[src/esp_pkg.sv]
// Shared constants and types for the enhanced serial port
package esp_pkg;
	// Mode codes, {mode_select_high, mode_select_low}
	localparam logic [1:0] ESP_MODE0 = 2'h0;
	localparam logic [1:0] ESP_MODE1 = 2'h1;
	localparam logic [1:0] ESP_MODE2 = 2'h2;
	localparam logic [1:0] ESP_MODE3 = 2'h3;
	// Bit timing
	localparam logic [3:0] ESP_M0_CLKS = 4'hc;
	localparam logic [3:0] ESP_M0_HALF = 4'h6;
	localparam logic [3:0] ESP_OVS_LAST = 4'hf;
	localparam logic [3:0] ESP_MID = 4'h7;
	localparam logic [1:0] ESP_M2_FAST_LAST = 2'h1;
	localparam logic [1:0] ESP_M2_SLOW_LAST = 2'h3;
	// Frame lengths in bits
	localparam logic [3:0] ESP_BITS_M0 = 4'h8;
	localparam logic [3:0] ESP_BITS_10 = 4'ha;
	localparam logic [3:0] ESP_BITS_11 = 4'hb;
	// Reset values and receive buffer depth
	localparam logic ESP_RST_SEL_LOW = 1'h0;
	localparam logic ESP_RST_LINE = 1'h1;
	localparam int ESP_FIFO_DEPTH = 2;
	typedef struct packed {
		logic b9;
		logic [7:0] data;
	} esp_word_t;
	typedef enum logic [1:0] {
		ESP_IDLE = 2'b00,
		ESP_RUN = 2'b01,
		ESP_HOLD = 2'b10
	} esp_st_t;
endpackage

[src/esp_serial_port.sv]
// Enhanced serial port: four modes, frame error, address recognition
`timescale 1ns/10ps
module esp_serial_port #(
	parameter int DEPTH = esp_pkg::ESP_FIFO_DEPTH
) (
	input wire logic clk,
	input wire logic nrst,
	input wire logic mode_select_high,
	input wire logic address_filter_enable,
	input wire logic rx_enable,
	input wire logic double_rate,
	input wire logic bit7_view_select,
	input wire logic bit7_wr,
	input wire logic bit7_wdata,
	input wire logic serial_buffer_wr,
	input wire esp_pkg::esp_word_t tx_word,
	input wire logic serial_buffer_rd,
	input wire logic ri_clr,
	input wire logic ti_clr,
	input wire logic serial_int_en,
	input wire logic timer1_ovf,
	input wire logic timer2_ovf,
	input wire logic timer2_rx_baud_select,
	input wire logic timer2_tx_baud_select,
	input wire logic [7:0] slave_match_value,
	input wire logic [7:0] slave_match_mask,
	input wire logic rxd_in,
	output logic rxd_out,
	output logic rxd_oe,
	output logic txd,
	output esp_pkg::esp_word_t rx_word,
	output logic rx_valid,
	output logic receive_complete_flag,
	output logic transmit_complete_flag,
	output logic serial_irq,
	output logic shared_bit7_position,
	output logic timer2_flag_block
);
	import esp_pkg::*;

	// Given address on masked bits, or broadcast on set bits
	function automatic logic addr_hit(input logic [7:0] a, input logic [7:0] v,
		input logic [7:0] m);
		logic [7:0] bc;
		bc = v | m;
		addr_hit = (((a ^ v) & m) == 8'h0) || (((a ^ bc) & bc) == 8'h0);
	endfunction

	logic [1:0] mode;
	logic sel_low_r, sel_low_nxt, fe_r, fe_nxt, ri_r, ri_nxt, ti_r, ti_nxt;
	logic irq_r, irq_nxt, bit7_r, bit7_nxt, t2blk_r, t2blk_nxt;
	logic [1:0] pre_r, pre_nxt;
	logic t1_half_r, t1_half_nxt, m2_tick, t1_tick, rx_tick, tx_tick;
	esp_st_t tx_st_r, tx_st_nxt, rx_st_r, rx_st_nxt;
	logic [10:0] tx_sh_r, tx_sh_nxt, rx_sh_r, rx_sh_nxt;
	logic [3:0] tx_cnt_r, tx_cnt_nxt, tx_ph_r, tx_ph_nxt, rx_cnt_r, rx_cnt_nxt;
	logic [3:0] rx_ph_r, rx_ph_nxt, tx_len, rx_len;
	logic m0_rx_r, m0_rx_nxt, txd_r, txd_nxt, rxd_out_r, rxd_out_nxt;
	logic rxd_oe_r, rxd_oe_nxt, tx_done, m0_push, rx_push, rx_done, rx_acc;
	logic push_v, push_ok, pop, fifo_in_rdy;
	esp_word_t push_w;
	esp_word_t mem_r [DEPTH];
	esp_word_t mem_nxt [DEPTH];
	logic [DEPTH-1:0] v_r, v_nxt;

	assign mode = {mode_select_high, sel_low_r};
	assign tx_len = (mode == ESP_MODE1) ? ESP_BITS_10 : ESP_BITS_11;
	assign rx_len = tx_len;

	////////////////////////////////////////////////////////////////////////
	// Baud ticks, 16 per bit in the async modes
	always_comb begin
		m2_tick = (pre_r == (double_rate ? ESP_M2_FAST_LAST : ESP_M2_SLOW_LAST));
		pre_nxt = m2_tick ? 2'h0 : pre_r + 2'h1;
		t1_half_nxt = timer1_ovf ? !t1_half_r : t1_half_r;
		t1_tick = timer1_ovf && (double_rate || t1_half_r);
		// Timer 2 runs at 16x already, so it skips the halving
		rx_tick = (mode == ESP_MODE2) ? m2_tick :
			(timer2_rx_baud_select ? timer2_ovf : t1_tick);
		tx_tick = (mode == ESP_MODE2) ? m2_tick :
			(timer2_tx_baud_select ? timer2_ovf : t1_tick);
	end

	always_ff @(posedge clk or negedge nrst) begin
		if (!nrst) begin
			pre_r <= 2'h0;
			t1_half_r <= 1'h0;
		end else begin
			pre_r <= pre_nxt;
			t1_half_r <= t1_half_nxt;
		end
	end

	////////////////////////////////////////////////////////////////////////
	// Transmit engine; in mode 0 it also runs the half-duplex receive
	always_comb begin
		tx_st_nxt = tx_st_r;
		tx_sh_nxt = tx_sh_r;
		tx_cnt_nxt = tx_cnt_r;
		tx_ph_nxt = tx_ph_r;
		m0_rx_nxt = m0_rx_r;
		txd_nxt = txd_r;
		rxd_out_nxt = rxd_out_r;
		rxd_oe_nxt = rxd_oe_r;
		tx_done = 1'b0;
		m0_push = 1'b0;
		unique case (tx_st_r)
			ESP_IDLE: begin
				txd_nxt = ESP_RST_LINE;
				rxd_oe_nxt = 1'b0;
				tx_ph_nxt = 4'h0;
				tx_cnt_nxt = 4'h0;
				if (serial_buffer_wr) begin
					tx_st_nxt = ESP_RUN;
					m0_rx_nxt = 1'b0;
					txd_nxt = 1'b0;
					if (mode == ESP_MODE0) begin
						tx_sh_nxt = {3'h7, tx_word.data};
						rxd_oe_nxt = 1'b1;
						rxd_out_nxt = tx_word.data[0];
					end else begin
						// Mode 1 puts the stop bit where the ninth bit sits
						tx_sh_nxt = {1'b1, (mode == ESP_MODE1) | tx_word.b9,
							tx_word.data, 1'b0};
					end
				end else if (mode == ESP_MODE0 && rx_enable && !ri_r && fifo_in_rdy) begin
					tx_st_nxt = ESP_RUN;
					m0_rx_nxt = 1'b1;
					txd_nxt = 1'b0;
				end
			end
			ESP_RUN: begin
				if (mode == ESP_MODE0) begin
					tx_ph_nxt = (tx_ph_r == ESP_M0_CLKS - 4'h1) ? 4'h0 : tx_ph_r + 4'h1;
					txd_nxt = (tx_ph_nxt >= ESP_M0_HALF);
					if (tx_ph_r == ESP_M0_CLKS - 4'h1) begin
						tx_cnt_nxt = tx_cnt_r + 4'h1;
						if (m0_rx_r) begin
							tx_sh_nxt[7:0] = {rxd_in, tx_sh_r[7:1]};
						end else begin
							tx_sh_nxt = {1'b1, tx_sh_r[10:1]};
							rxd_out_nxt = tx_sh_r[1];
						end
						if (tx_cnt_r == ESP_BITS_M0 - 4'h1) begin
							tx_done = 1'b1;
							tx_st_nxt = ESP_IDLE;
							txd_nxt = ESP_RST_LINE;
							rxd_oe_nxt = 1'b0;
							m0_push = m0_rx_r;
						end
					end
				end else if (tx_tick) begin
					tx_ph_nxt = tx_ph_r + 4'h1;
					if (tx_ph_r == ESP_OVS_LAST) begin
						tx_sh_nxt = {1'b1, tx_sh_r[10:1]};
						txd_nxt = tx_sh_r[1];
						tx_cnt_nxt = tx_cnt_r + 4'h1;
						if (tx_cnt_r == tx_len - 4'h1) begin
							tx_done = 1'b1;
							tx_st_nxt = ESP_IDLE;
						end
					end
				end
			end
			default: tx_st_nxt = ESP_IDLE;
		endcase
	end

	always_ff @(posedge clk or negedge nrst) begin
		if (!nrst) begin
			tx_st_r <= ESP_IDLE;
			tx_sh_r <= 11'h7ff;
			tx_cnt_r <= 4'h0;
			tx_ph_r <= 4'h0;
			m0_rx_r <= 1'b0;
			txd_r <= ESP_RST_LINE;
			rxd_out_r <= ESP_RST_LINE;
			rxd_oe_r <= 1'b0;
		end else begin
			tx_st_r <= tx_st_nxt;
			tx_sh_r <= tx_sh_nxt;
			tx_cnt_r <= tx_cnt_nxt;
			tx_ph_r <= tx_ph_nxt;
			m0_rx_r <= m0_rx_nxt;
			txd_r <= txd_nxt;
			rxd_out_r <= rxd_out_nxt;
			rxd_oe_r <= rxd_oe_nxt;
		end
	end

	////////////////////////////////////////////////////////////////////////
	// Async receive engine, mid-bit sampling; holds the word while full
	always_comb begin
		rx_st_nxt = rx_st_r;
		rx_sh_nxt = rx_sh_r;
		rx_cnt_nxt = rx_cnt_r;
		rx_ph_nxt = rx_ph_r;
		rx_done = 1'b0;
		rx_push = 1'b0;
		// Bit 9 is the stop bit in mode 1, the ninth data bit otherwise
		rx_acc = !address_filter_enable || ((mode == ESP_MODE1) ? rx_sh_r[9] :
			(rx_sh_r[9] && addr_hit(rx_sh_r[8:1], slave_match_value,
			slave_match_mask)));
		unique case (rx_st_r)
			ESP_IDLE: begin
				rx_ph_nxt = 4'h0;
				rx_cnt_nxt = 4'h0;
				if (mode != ESP_MODE0 && rx_enable && rx_tick && !rxd_in) begin
					rx_st_nxt = ESP_RUN;
				end
			end
			ESP_RUN: begin
				if (mode == ESP_MODE0) begin
					rx_st_nxt = ESP_IDLE;
				end else if (rx_tick) begin
					rx_ph_nxt = rx_ph_r + 4'h1;
					if (rx_ph_r == ESP_MID) begin
						rx_sh_nxt[rx_cnt_r] = rxd_in;
						rx_cnt_nxt = rx_cnt_r + 4'h1;
						if (rx_cnt_r == 4'h0 && rxd_in) begin
							rx_st_nxt = ESP_IDLE; // Glitch, not a start bit
						end else if (rx_cnt_r == rx_len - 4'h1) begin
							rx_done = 1'b1;
							rx_st_nxt = ESP_HOLD;
						end
					end
				end
			end
			ESP_HOLD: begin
				// Waiting here instead of dropping keeps a full buffer lossless
				if (!rx_acc) begin
					rx_st_nxt = ESP_IDLE;
				end else if (fifo_in_rdy) begin
					rx_push = 1'b1;
					rx_st_nxt = ESP_IDLE;
				end
			end
			default: rx_st_nxt = ESP_IDLE;
		endcase
	end

	always_ff @(posedge clk or negedge nrst) begin
		if (!nrst) begin
			rx_st_r <= ESP_IDLE;
			rx_sh_r <= 11'h0;
			rx_cnt_r <= 4'h0;
			rx_ph_r <= 4'h0;
		end else begin
			rx_st_r <= rx_st_nxt;
			rx_sh_r <= rx_sh_nxt;
			rx_cnt_r <= rx_cnt_nxt;
			rx_ph_r <= rx_ph_nxt;
		end
	end

	////////////////////////////////////////////////////////////////////////
	// Receive buffer, shift style so the head is always entry 0
	assign push_v = rx_push | m0_push;
	assign push_w = m0_push ? {1'b0, rxd_in, tx_sh_r[7:1]} : {rx_sh_r[9], rx_sh_r[8:1]};
	assign fifo_in_rdy = !v_r[DEPTH-1];
	assign push_ok = push_v && fifo_in_rdy;
	assign pop = serial_buffer_rd && v_r[0];

	always_comb begin
		logic placed;
		placed = 1'b0;
		mem_nxt = mem_r;
		v_nxt = v_r;
		if (pop) begin
			for (int i = 0; i < DEPTH - 1; i++) begin
				mem_nxt[i] = mem_r[i+1];
				v_nxt[i] = v_r[i+1];
			end
			v_nxt[DEPTH-1] = 1'b0;
		end
		for (int i = 0; i < DEPTH; i++) begin
			if (push_ok && !placed && !v_nxt[i]) begin
				mem_nxt[i] = push_w;
				v_nxt[i] = 1'b1;
				placed = 1'b1;
			end
		end
	end

	always_ff @(posedge clk or negedge nrst) begin
		if (!nrst) begin
			for (int i = 0; i < DEPTH; i++) begin
				mem_r[i] <= '0;
			end
			v_r <= '0;
		end else begin
			mem_r <= mem_nxt;
			v_r <= v_nxt;
		end
	end

	////////////////////////////////////////////////////////////////////////
	// Flags and the shared bit 7; hardware set wins over a clear
	always_comb begin
		sel_low_nxt = (bit7_wr && !bit7_view_select) ? bit7_wdata : sel_low_r;
		fe_nxt = fe_r;
		if (rx_done && !rxd_in) begin
			fe_nxt = 1'b1;
		end else if (bit7_wr && bit7_view_select && !bit7_wdata) begin
			fe_nxt = 1'b0;
		end
		ri_nxt = push_ok ? 1'b1 : (ri_clr ? 1'b0 : ri_r);
		ti_nxt = (tx_done && !m0_rx_r) ? 1'b1 : (ti_clr ? 1'b0 : ti_r);
		irq_nxt = serial_int_en && (ri_nxt || ti_nxt);
		bit7_nxt = bit7_view_select ? fe_nxt : sel_low_nxt;
		t2blk_nxt = timer2_rx_baud_select || timer2_tx_baud_select;
	end

	always_ff @(posedge clk or negedge nrst) begin
		if (!nrst) begin
			sel_low_r <= ESP_RST_SEL_LOW;
			fe_r <= 1'b0;
			ri_r <= 1'b0;
			ti_r <= 1'b0;
			irq_r <= 1'b0;
			bit7_r <= 1'b0;
			t2blk_r <= 1'b0;
		end else begin
			sel_low_r <= sel_low_nxt;
			fe_r <= fe_nxt;
			ri_r <= ri_nxt;
			ti_r <= ti_nxt;
			irq_r <= irq_nxt;
			bit7_r <= bit7_nxt;
			t2blk_r <= t2blk_nxt;
		end
	end

	assign rxd_out = rxd_out_r;
	assign rxd_oe = rxd_oe_r;
	assign txd = txd_r;
	assign rx_word = mem_r[0];
	assign rx_valid = v_r[0];
	assign receive_complete_flag = ri_r;
	assign transmit_complete_flag = ti_r;
	assign serial_irq = irq_r;
	assign shared_bit7_position = bit7_r;
	assign timer2_flag_block = t2blk_r;
endmodule // esp_serial_port

[config.mk]
export PLATFORM = sky130hd
export DESIGN_NAME = esp_serial_port
export DESIGN_NICKNAME = d
export VERILOG_FILES = /design/src/esp_pkg.sv /design/src/esp_serial_port.sv
export SDC_FILE = /design/constraint.sdc
export NUM_CORES = 1
export LEC_CHECK = 0
export ABC_CLOCK_PERIOD_IN_PS = 3400
export BUFFER_PORTS_ARGS = -buffer_cell sky130_fd_sc_hd__buf_2
export CAP_MARGIN = 10
export CORE_ASPECT_RATIO = 0.5
export CORE_UTILIZATION = 50
export CTS_CLUSTER_SIZE = 28
export DETAILED_ROUTE_END_ITERATION = 7
export PLACE_DENSITY_LB_ADDON = 0.05
export RECOVER_POWER = 100
export REMOVE_ABC_BUFFERS = 1
export SLEW_MARGIN = 30
export SYNTH_ARGS = -nofsm -noshare
export SYNTH_HDL_FRONTEND = slang
export SYNTH_SLANG_ARGS = --single-unit
[constraint.sdc]
create_clock -name clk -period 3.4 [get_ports clk]
set_input_delay 0.34 -clock clk [delete_from_list [all_inputs] [get_ports clk]]
set_output_delay 0.34 -clock clk [all_outputs]
set_load 0.01 [all_outputs]
==> results.py, run 1 <==
metrics = {
    "timing": {
        "finalHoldViolCount": 0,
        "fin_tns_setup_ns": 0,
        "setup_ws_ns": 0.619,
        "setup_viol": 0,
        "rsz0062_at_grt": "false",
        "max_slew.worst_pin.slew_ns": 1.52,
        "period_needed_ns": 2.78,
        "fmax_ghz": 0.360,
        "finalCritPeriodShare": 0.818,
        "clock_skew_ns": 0.00817,
        "slew_headroom": -0.0128,
        "slew_violations": 61,
    },
    "layout": {
        "area_growth_pct": 15.7,
        "drive_gt1_frac": 0.186,
        "n_antenna_cell": 0,
        "layout_common_cells": "dfrtp_1, nand2_1, buf_2",
        "final_common_cell": "dfrtp_1",
        "num-nets-final": 526,
        "nFillCells": 664,
    },
    "critical_path": {
        "required_ns": 3.62,
        "critPathKind": "register to register",
        "path_cells": "and3b_1 -> a311o_1 -> a211oi_1 -> a21oi_1 -> nand2_1 -> o21ai_0",
        "worstPathArrival_ns": 3.00,
        "slowest_delay_ns": 0.83,
        "end_kind": "register",
        "startpoint_type": "register",
        "crit_family": "compound AO/OA/AOI/OAI gates",
        "critPathBufInv": 0,
        "slowest_stage": "a211oi_1",
        "critical_path_peak_fanout": 15,
    },
    "placed_design": {
        "dp_slack_ns": 1.02,
        "io_buffers": 61,
        "hpwl_um": 6960,
        "gp_congestion": 0.843,
    },
    "flow_run": {
        "timing.max_cap.violations": 1,
    },
    "synthesis": {
        "yosysUniqueCellTypes": 65,
        "ys_ff_latch": 71,
        "avgSynthCellArea_sq_um": 9.63,
        "syn_inst": 422,
        "syn_area_sq_um": 4060,
        "synth_flop_cell": "dfrtp_1",
        "async_flop_share": 1.00,
        "yosys_warnings": 0,
        "ys_seq_area_frac": 0.441,
        "synth_edf_count": 0,
    },
    "clock_tree": {
        "cts_resized": 0,
        "hold_buffers": 1,
        "clk_latency_ns": 0.34,
        "clock-root-buffer": "clkbuf_16",
        "cts_buffers": 9,
        "cts_max_level": 3,
        "cts_tree": "built",
        "cts.clk_slew.worst_paths_ns": 0.06,
        "cts_buffer_depth": 2,
        "cts_setup_buffers": 0,
        "clock_sinks": 71,
    },
    "pwr": {
        "report.power.total_w": 0.00274,
        "vdd_drop_max_mv": 0.468,
        "p_per_area_nw_per_um2": 582,
        "p_leak_nw": 2.14,
    },
    "floorplan": {
        "num_io_pins": 62,
        "coreArea_sq_um": 7600,
        "rows": 22,
        "start_util": 0.535,
        "fp.dieH_um": 65.7,
        "dieArea_sq_um": 8510,
        "die_w_um": 129,
    },
    "grt": {
        "grt_max_degree": 61,
        "grt_overflow": 0,
        "grt_antenna_before_repair": 0,
        "grt_pass1_wl_um": 15600,
        "grt_use_total": 0.248,
        "grt_pass1_vias": 3160,
    },
    "detailed_routing": {
        "route.detailed.drc": 0,
        "first_pass_iters": 4,
        "ant_nets": 0,
        "routed_via_density": 5.63,
        "totalWireLength_um": 9490,
        "drt_iter0_markers": 176,
        "wl_per_cell_um": 16.2,
        "vias": 3307,
    },
    "status": {
        "status": "finished, violations left",
        "violations": "capacitance limit, slew limit",
    },
    "min_path": {
        "hold_class": "input pin to register",
    },
}
## kinds of logic (layout without fill, tap and decap cells)
logic type / Yosys count / count (layout) / share of synthesized area
AND/OR/NAND/NOR: 148 / 148 / 0.188
AO/OA/AOI/OAI: 85 / 85 / 0.138
flip-flops: 71 / 71 / 0.441
multiplexers: 47 / 47 / 0.119
buffers and inverters: 47 / 104 / 0.0554
XOR/XNOR: 16 / 16 / 0.0345
adder cells (fa/ha/maj): 8 / 8 / 0.0246
## sequential cells by signal (all words and copies together) (netlist names), 2 cells and up
register	count
mem_r	9
rx_sh_r	9
rx_word	9
tx_sh_r	9
rx_cnt_r	4
rx_ph_r	4
tx_cnt_r	4
tx_ph_r	4
pre_r	2
rx_st_r	2
v_r	2
## through the flow
stage                     utilization  hold slack, ns  cells  instance area (sq um)
after floorplan                     -          0.0444    396                   3920
after global placement          0.578           0.227    570                   4390
after detailed placement        0.578           0.236    570                   4390
after CTS                       0.625           0.183    587                   4750
after global routing            0.619           0.184    587                   4700
final                           0.619           0.191    587                   4700
## area by class of cell
| cell class | instances | area, sq um | share of cell area |
|---|---|---|---|
| well taps | 108 | 135 | 0.0287 |
| clock buffers | 10 | 239 | 0.0508 |
| multi-input cells | 304 | 2030 | 0.431 |
| repair buffers | 67 | 322 | 0.0684 |
| clock inverters | 6 | 108 | 0.0229 |
| flip-flops and latches | 71 | 1790 | 0.381 |
| inverters | 21 | 78.8 | 0.0168 |
## layer usage
metal / global-route usage / up-vias / part of all wire
li1: - / 1602 / -
met1: 0.346 / 1624 / 0.51
met2: 0.372 / 76 / 0.43
met3: 0.0839 / 5 / 0.054
met4: 0.0581 / 0 / 0.0062
met5: 0 / - / 0
## power breakdown
group / leakage (nW) / internal, W / switching [W] / total [W]
Clock: 0.168 / 0.000734 / 0.000368 / 0.00110
Sequential: 0.846 / 0.00100 / 0.000145 / 0.00115
Combinational: 1.13 / 0.000221 / 0.000264 / 0.000485
## Yosys cell counts (6+ instances only)
cell / instances / area [sq um]
dfrtp_1: 60 / 1500
nand2_1: 44 / 165
nor2b_1: 6 / 37.5
nand2b_1: 6 / 37.5
a21oi_1: 12 / 60.1
inv_1: 21 / 78.8
clkbuf_1: 9 / 33.8
nor3_1: 9 / 45.0
nand4_1: 9 / 56.3
nor2_1: 23 / 86.3
mux2_2: 11 / 124
mux2i_1: 36 / 360
nand3_1: 20 / 100
xor2_1: 11 / 96.3
o21ai_0: 28 / 140
buf_4: 9 / 67.6
dfstp_2: 11 / 289
ha_1: 8 / 100
## final timing paths
| check | from | endpoint | slack (ns) | depth (start not counted) |
|---|---|---|---|---|
| min in group asynchronous | nrst | mem_r[1] | 0.54 | 2 |
| setup / recovery | sel_low_r | tx_sh_r[1] | 0.62 | 6 |
| setup reg to reg | sel_low_r | tx_sh_r[1] | 0.62 | 6 |
| hold / removal | timer1_ovf | t1_half_r | 0.19 | 2 |
| hold reg to reg | t1_half_r | t1_half_r | 0.47 | 1 |
| max in group asynchronous | nrst | rxd_oe | 0.92 | 3 |
Power figures use the tool's default switching activity.
==> inputs of run 2 (changes only) <==
--- a/config.mk
+++ b/config.mk
@@ -5,7 +5,7 @@
 export SDC_FILE = /design/constraint.sdc
 export NUM_CORES = 1
 export LEC_CHECK = 0
-export ABC_CLOCK_PERIOD_IN_PS = 3400
+export ABC_CLOCK_PERIOD_IN_PS = 2700
 export BUFFER_PORTS_ARGS = -buffer_cell sky130_fd_sc_hd__buf_2
 export CAP_MARGIN = 10
 export CORE_ASPECT_RATIO = 0.5
==> constraint.sdc (replaced) <==
create_clock -name clk -period 2.7 [get_ports clk]
set_input_delay 0.27 -clock clk [delete_from_list [all_inputs] [get_ports clk]]
set_output_delay 0.27 -clock clk [all_outputs]
set_load 0.01 [all_outputs]
==> run 2 against run 1 <==
The run still ends with capacitance limit, slew limit left. Utilization rose by 0.25 points. Fmax rose by 17%. Clock power rose by 25%. Critical endpoint is now rx_sh_r[6]. Critical path depth did not move. Routed wire length fell by 1.4%. Worst hold slack got worse by 0.061 ns. Via count fell by 0.57%. Non-clock buffer count fell by 1. Sequential power rose by 26%. Clock-buffer cell count did not move. Final cell count fell by 0.17%. Cell area rose by 0.40%.
==> results.py, run 2 (synthesis gave the netlist of run 1 again) <==
metrics = {
    "placed_design": {
        "gp_congestion": 0.861,
        "hpwl_um": 7010,
        "dp_slack_ns": 0.393,
        "io_buffers": 61,
        "placed_cells": 570,
        "dpl_cell_area_sq_um": 4410,
    },
    "clock_tree": {
        "cts_max_level": 3,
        "hold_buffers": 0,
        "clock-root-buffer": "clkbuf_16",
        "cts_buffer_depth": 2,
        "cts_tree": "built",
        "clk_latency_ns": 0.33,
        "cts_buffers": 9,
        "cts.clk_slew.worst_paths_ns": 0.06,
        "clock_sinks": 71,
        "cts_resized": 0,
        "cts_setup_buffers": 0,
    },
    "detailed_routing": {
        "vias": 3288,
        "totalWireLength_um": 9360,
        "ant_nets": 0,
        "routed_via_density": 5.61,
        "wl_per_cell_um": 16.0,
        "first_pass_iters": 5,
        "route.detailed.drc": 0,
        "drt_iter0_markers": 166,
    },
    "grt": {
        "grt_pass1_vias": 3135,
        "grt_use_total": 0.238,
        "grt_antenna_before_repair": 0,
        "grt_max_degree": 41,
        "grt_pass1_wl_um": 15100,
        "grt_overflow": 0,
    },
    "layout": {
        "drive_gt1_frac": 0.190,
        "n_antenna_cell": 0,
        "layout_common_cells": "dfrtp_1, nand2_1, buf_2",
        "num-nets-final": 525,
        "area_growth_pct": 16.2,
        "fin_area_sq_um": 4720,
        "final-instance-count-excl-fill": 586,
        "final_common_cell": "dfrtp_1",
    },
    "pwr": {
        "p_leak_nw": 2.15,
        "seqPwrFrac": 0.420,
        "clockPowerShare": 0.399,
        "swShare": 0.283,
        "p_int_w": 0.00247,
        "p_sw_w": 0.000975,
        "p_per_area_nw_per_um2": 730,
        "p_comb_frac": 0.182,
        "vdd_drop_max_mv": 0.487,
    },
    "status": {
        "status": "finished, violations left",
        "violations": "capacitance limit, slew limit",
    },
    "timing": {
        "rsz0062_at_grt": "false",
        "finalHoldViolCount": 0,
        "slew_headroom": -0.209,
        "setup_ws_ns": 0.331,
        "max_slew.worst_pin.slew_ns": 1.81,
        "fmax_ghz": 0.422,
        "period_needed_ns": 2.37,
        "hold_slack_ns": 0.130,
        "setup_viol": 0,
        "clock_skew_ns": 0.00330,
        "finalCritPeriodShare": 0.877,
        "slew_violations": 32,
    },
    "min_path": {
        "hold_class": "input pin to register",
    },
    "critical_path": {
        "end_kind": "register",
        "worstPathArrival_ns": 2.59,
        "critPathKind": "register to register",
        "startpoint_type": "register",
        "critical_path_peak_fanout": 9,
        "required_ns": 2.92,
    },
    "floorplan": {
        "rows": 22,
        "start_util": 0.535,
        "num_io_pins": 62,
        "die_w_um": 129,
        "fp.dieH_um": 65.7,
        "dieArea_sq_um": 8510,
        "coreArea_sq_um": 7600,
    },
    "flow_run": {
        "timing.max_cap.violations": 1,
    },
}
==> run 2: changes by cell type in the layout (fill, tap and decap cells not counted), sizes merged <==
cell,change
buf,+1
clkbuf,-1
dlygate4sd3,-1
==> run 2: final cells by class <==
cell class / instances / area (sq um)
clock buffer: 10 / 239
clock inverter: 6 / 108
fill: 678 / 2880
inverter: 21 / 78.8
multi-input combinational: 304 / 2040
sequential: 71 / 1790
tap: 108 / 135
timing repair buffer: 66 / 328
==> run 2: path summary, 6_finish.rpt <==
check / from / endpoint / slack [ns] / depth (start not counted)
worst max register to register: sel_low_r / rx_sh_r[6] / 0.33 / 6
max in group asynchronous: nrst / tx_st_r[0] / 1.23 / 1
worst max-delay path: sel_low_r / rx_sh_r[6] / 0.33 / 6
min in group asynchronous: nrst / rx_word[5] / 0.42 / 1
worst min-delay path: timer1_ovf / t1_half_r / 0.13 / 2
worst min register to register: t1_half_r / t1_half_r / 0.46 / 1
==> run 2: per-layer routing <==
layer,part of all wire,up-vias,global-route usage
met5,0,-,0
met4,0.010,0,0.0756
met3,0.045,12,0.0570
met2,0.44,87,0.369
met1,0.51,1591,0.331
li1,-,1598,-
==> run 2: worst max-delay path: stages (launching register included) <==
cell,delay (ns)
dfrtp_1,0.47
nor2b_1,0.25
nand3_2,0.15
o21ai_1,0.37
nand4_1,0.34
nor3b_1,0.32
mux2_2,0.36
==> run 2: stage by stage <==
stage	TNS, ns	power (W)	util
6_report	0	0.00345	0.621
5_1_grt	0	0.00362	0.621
3_5_place_dp	0	0.00209	0.580
3_3_place_gp	0	0.00206	0.580
2_1_floorplan	-2.53	0.00185	-
4_1_cts	0	0.00348	0.626
==> run 2: power by group through the flow <==
stage / logic (W) / registers, W / clock network [W]
after global placement: 0.000614 / 0.00144 / 0
final: 0.000626 / 0.00145 / 0.00137
after detailed placement: 0.000635 / 0.00146 / 0
after floorplan: 0.000438 / 0.00141 / 0
after CTS: 0.000640 / 0.00144 / 0.00140
after global routing: 0.000710 / 0.00147 / 0.00144
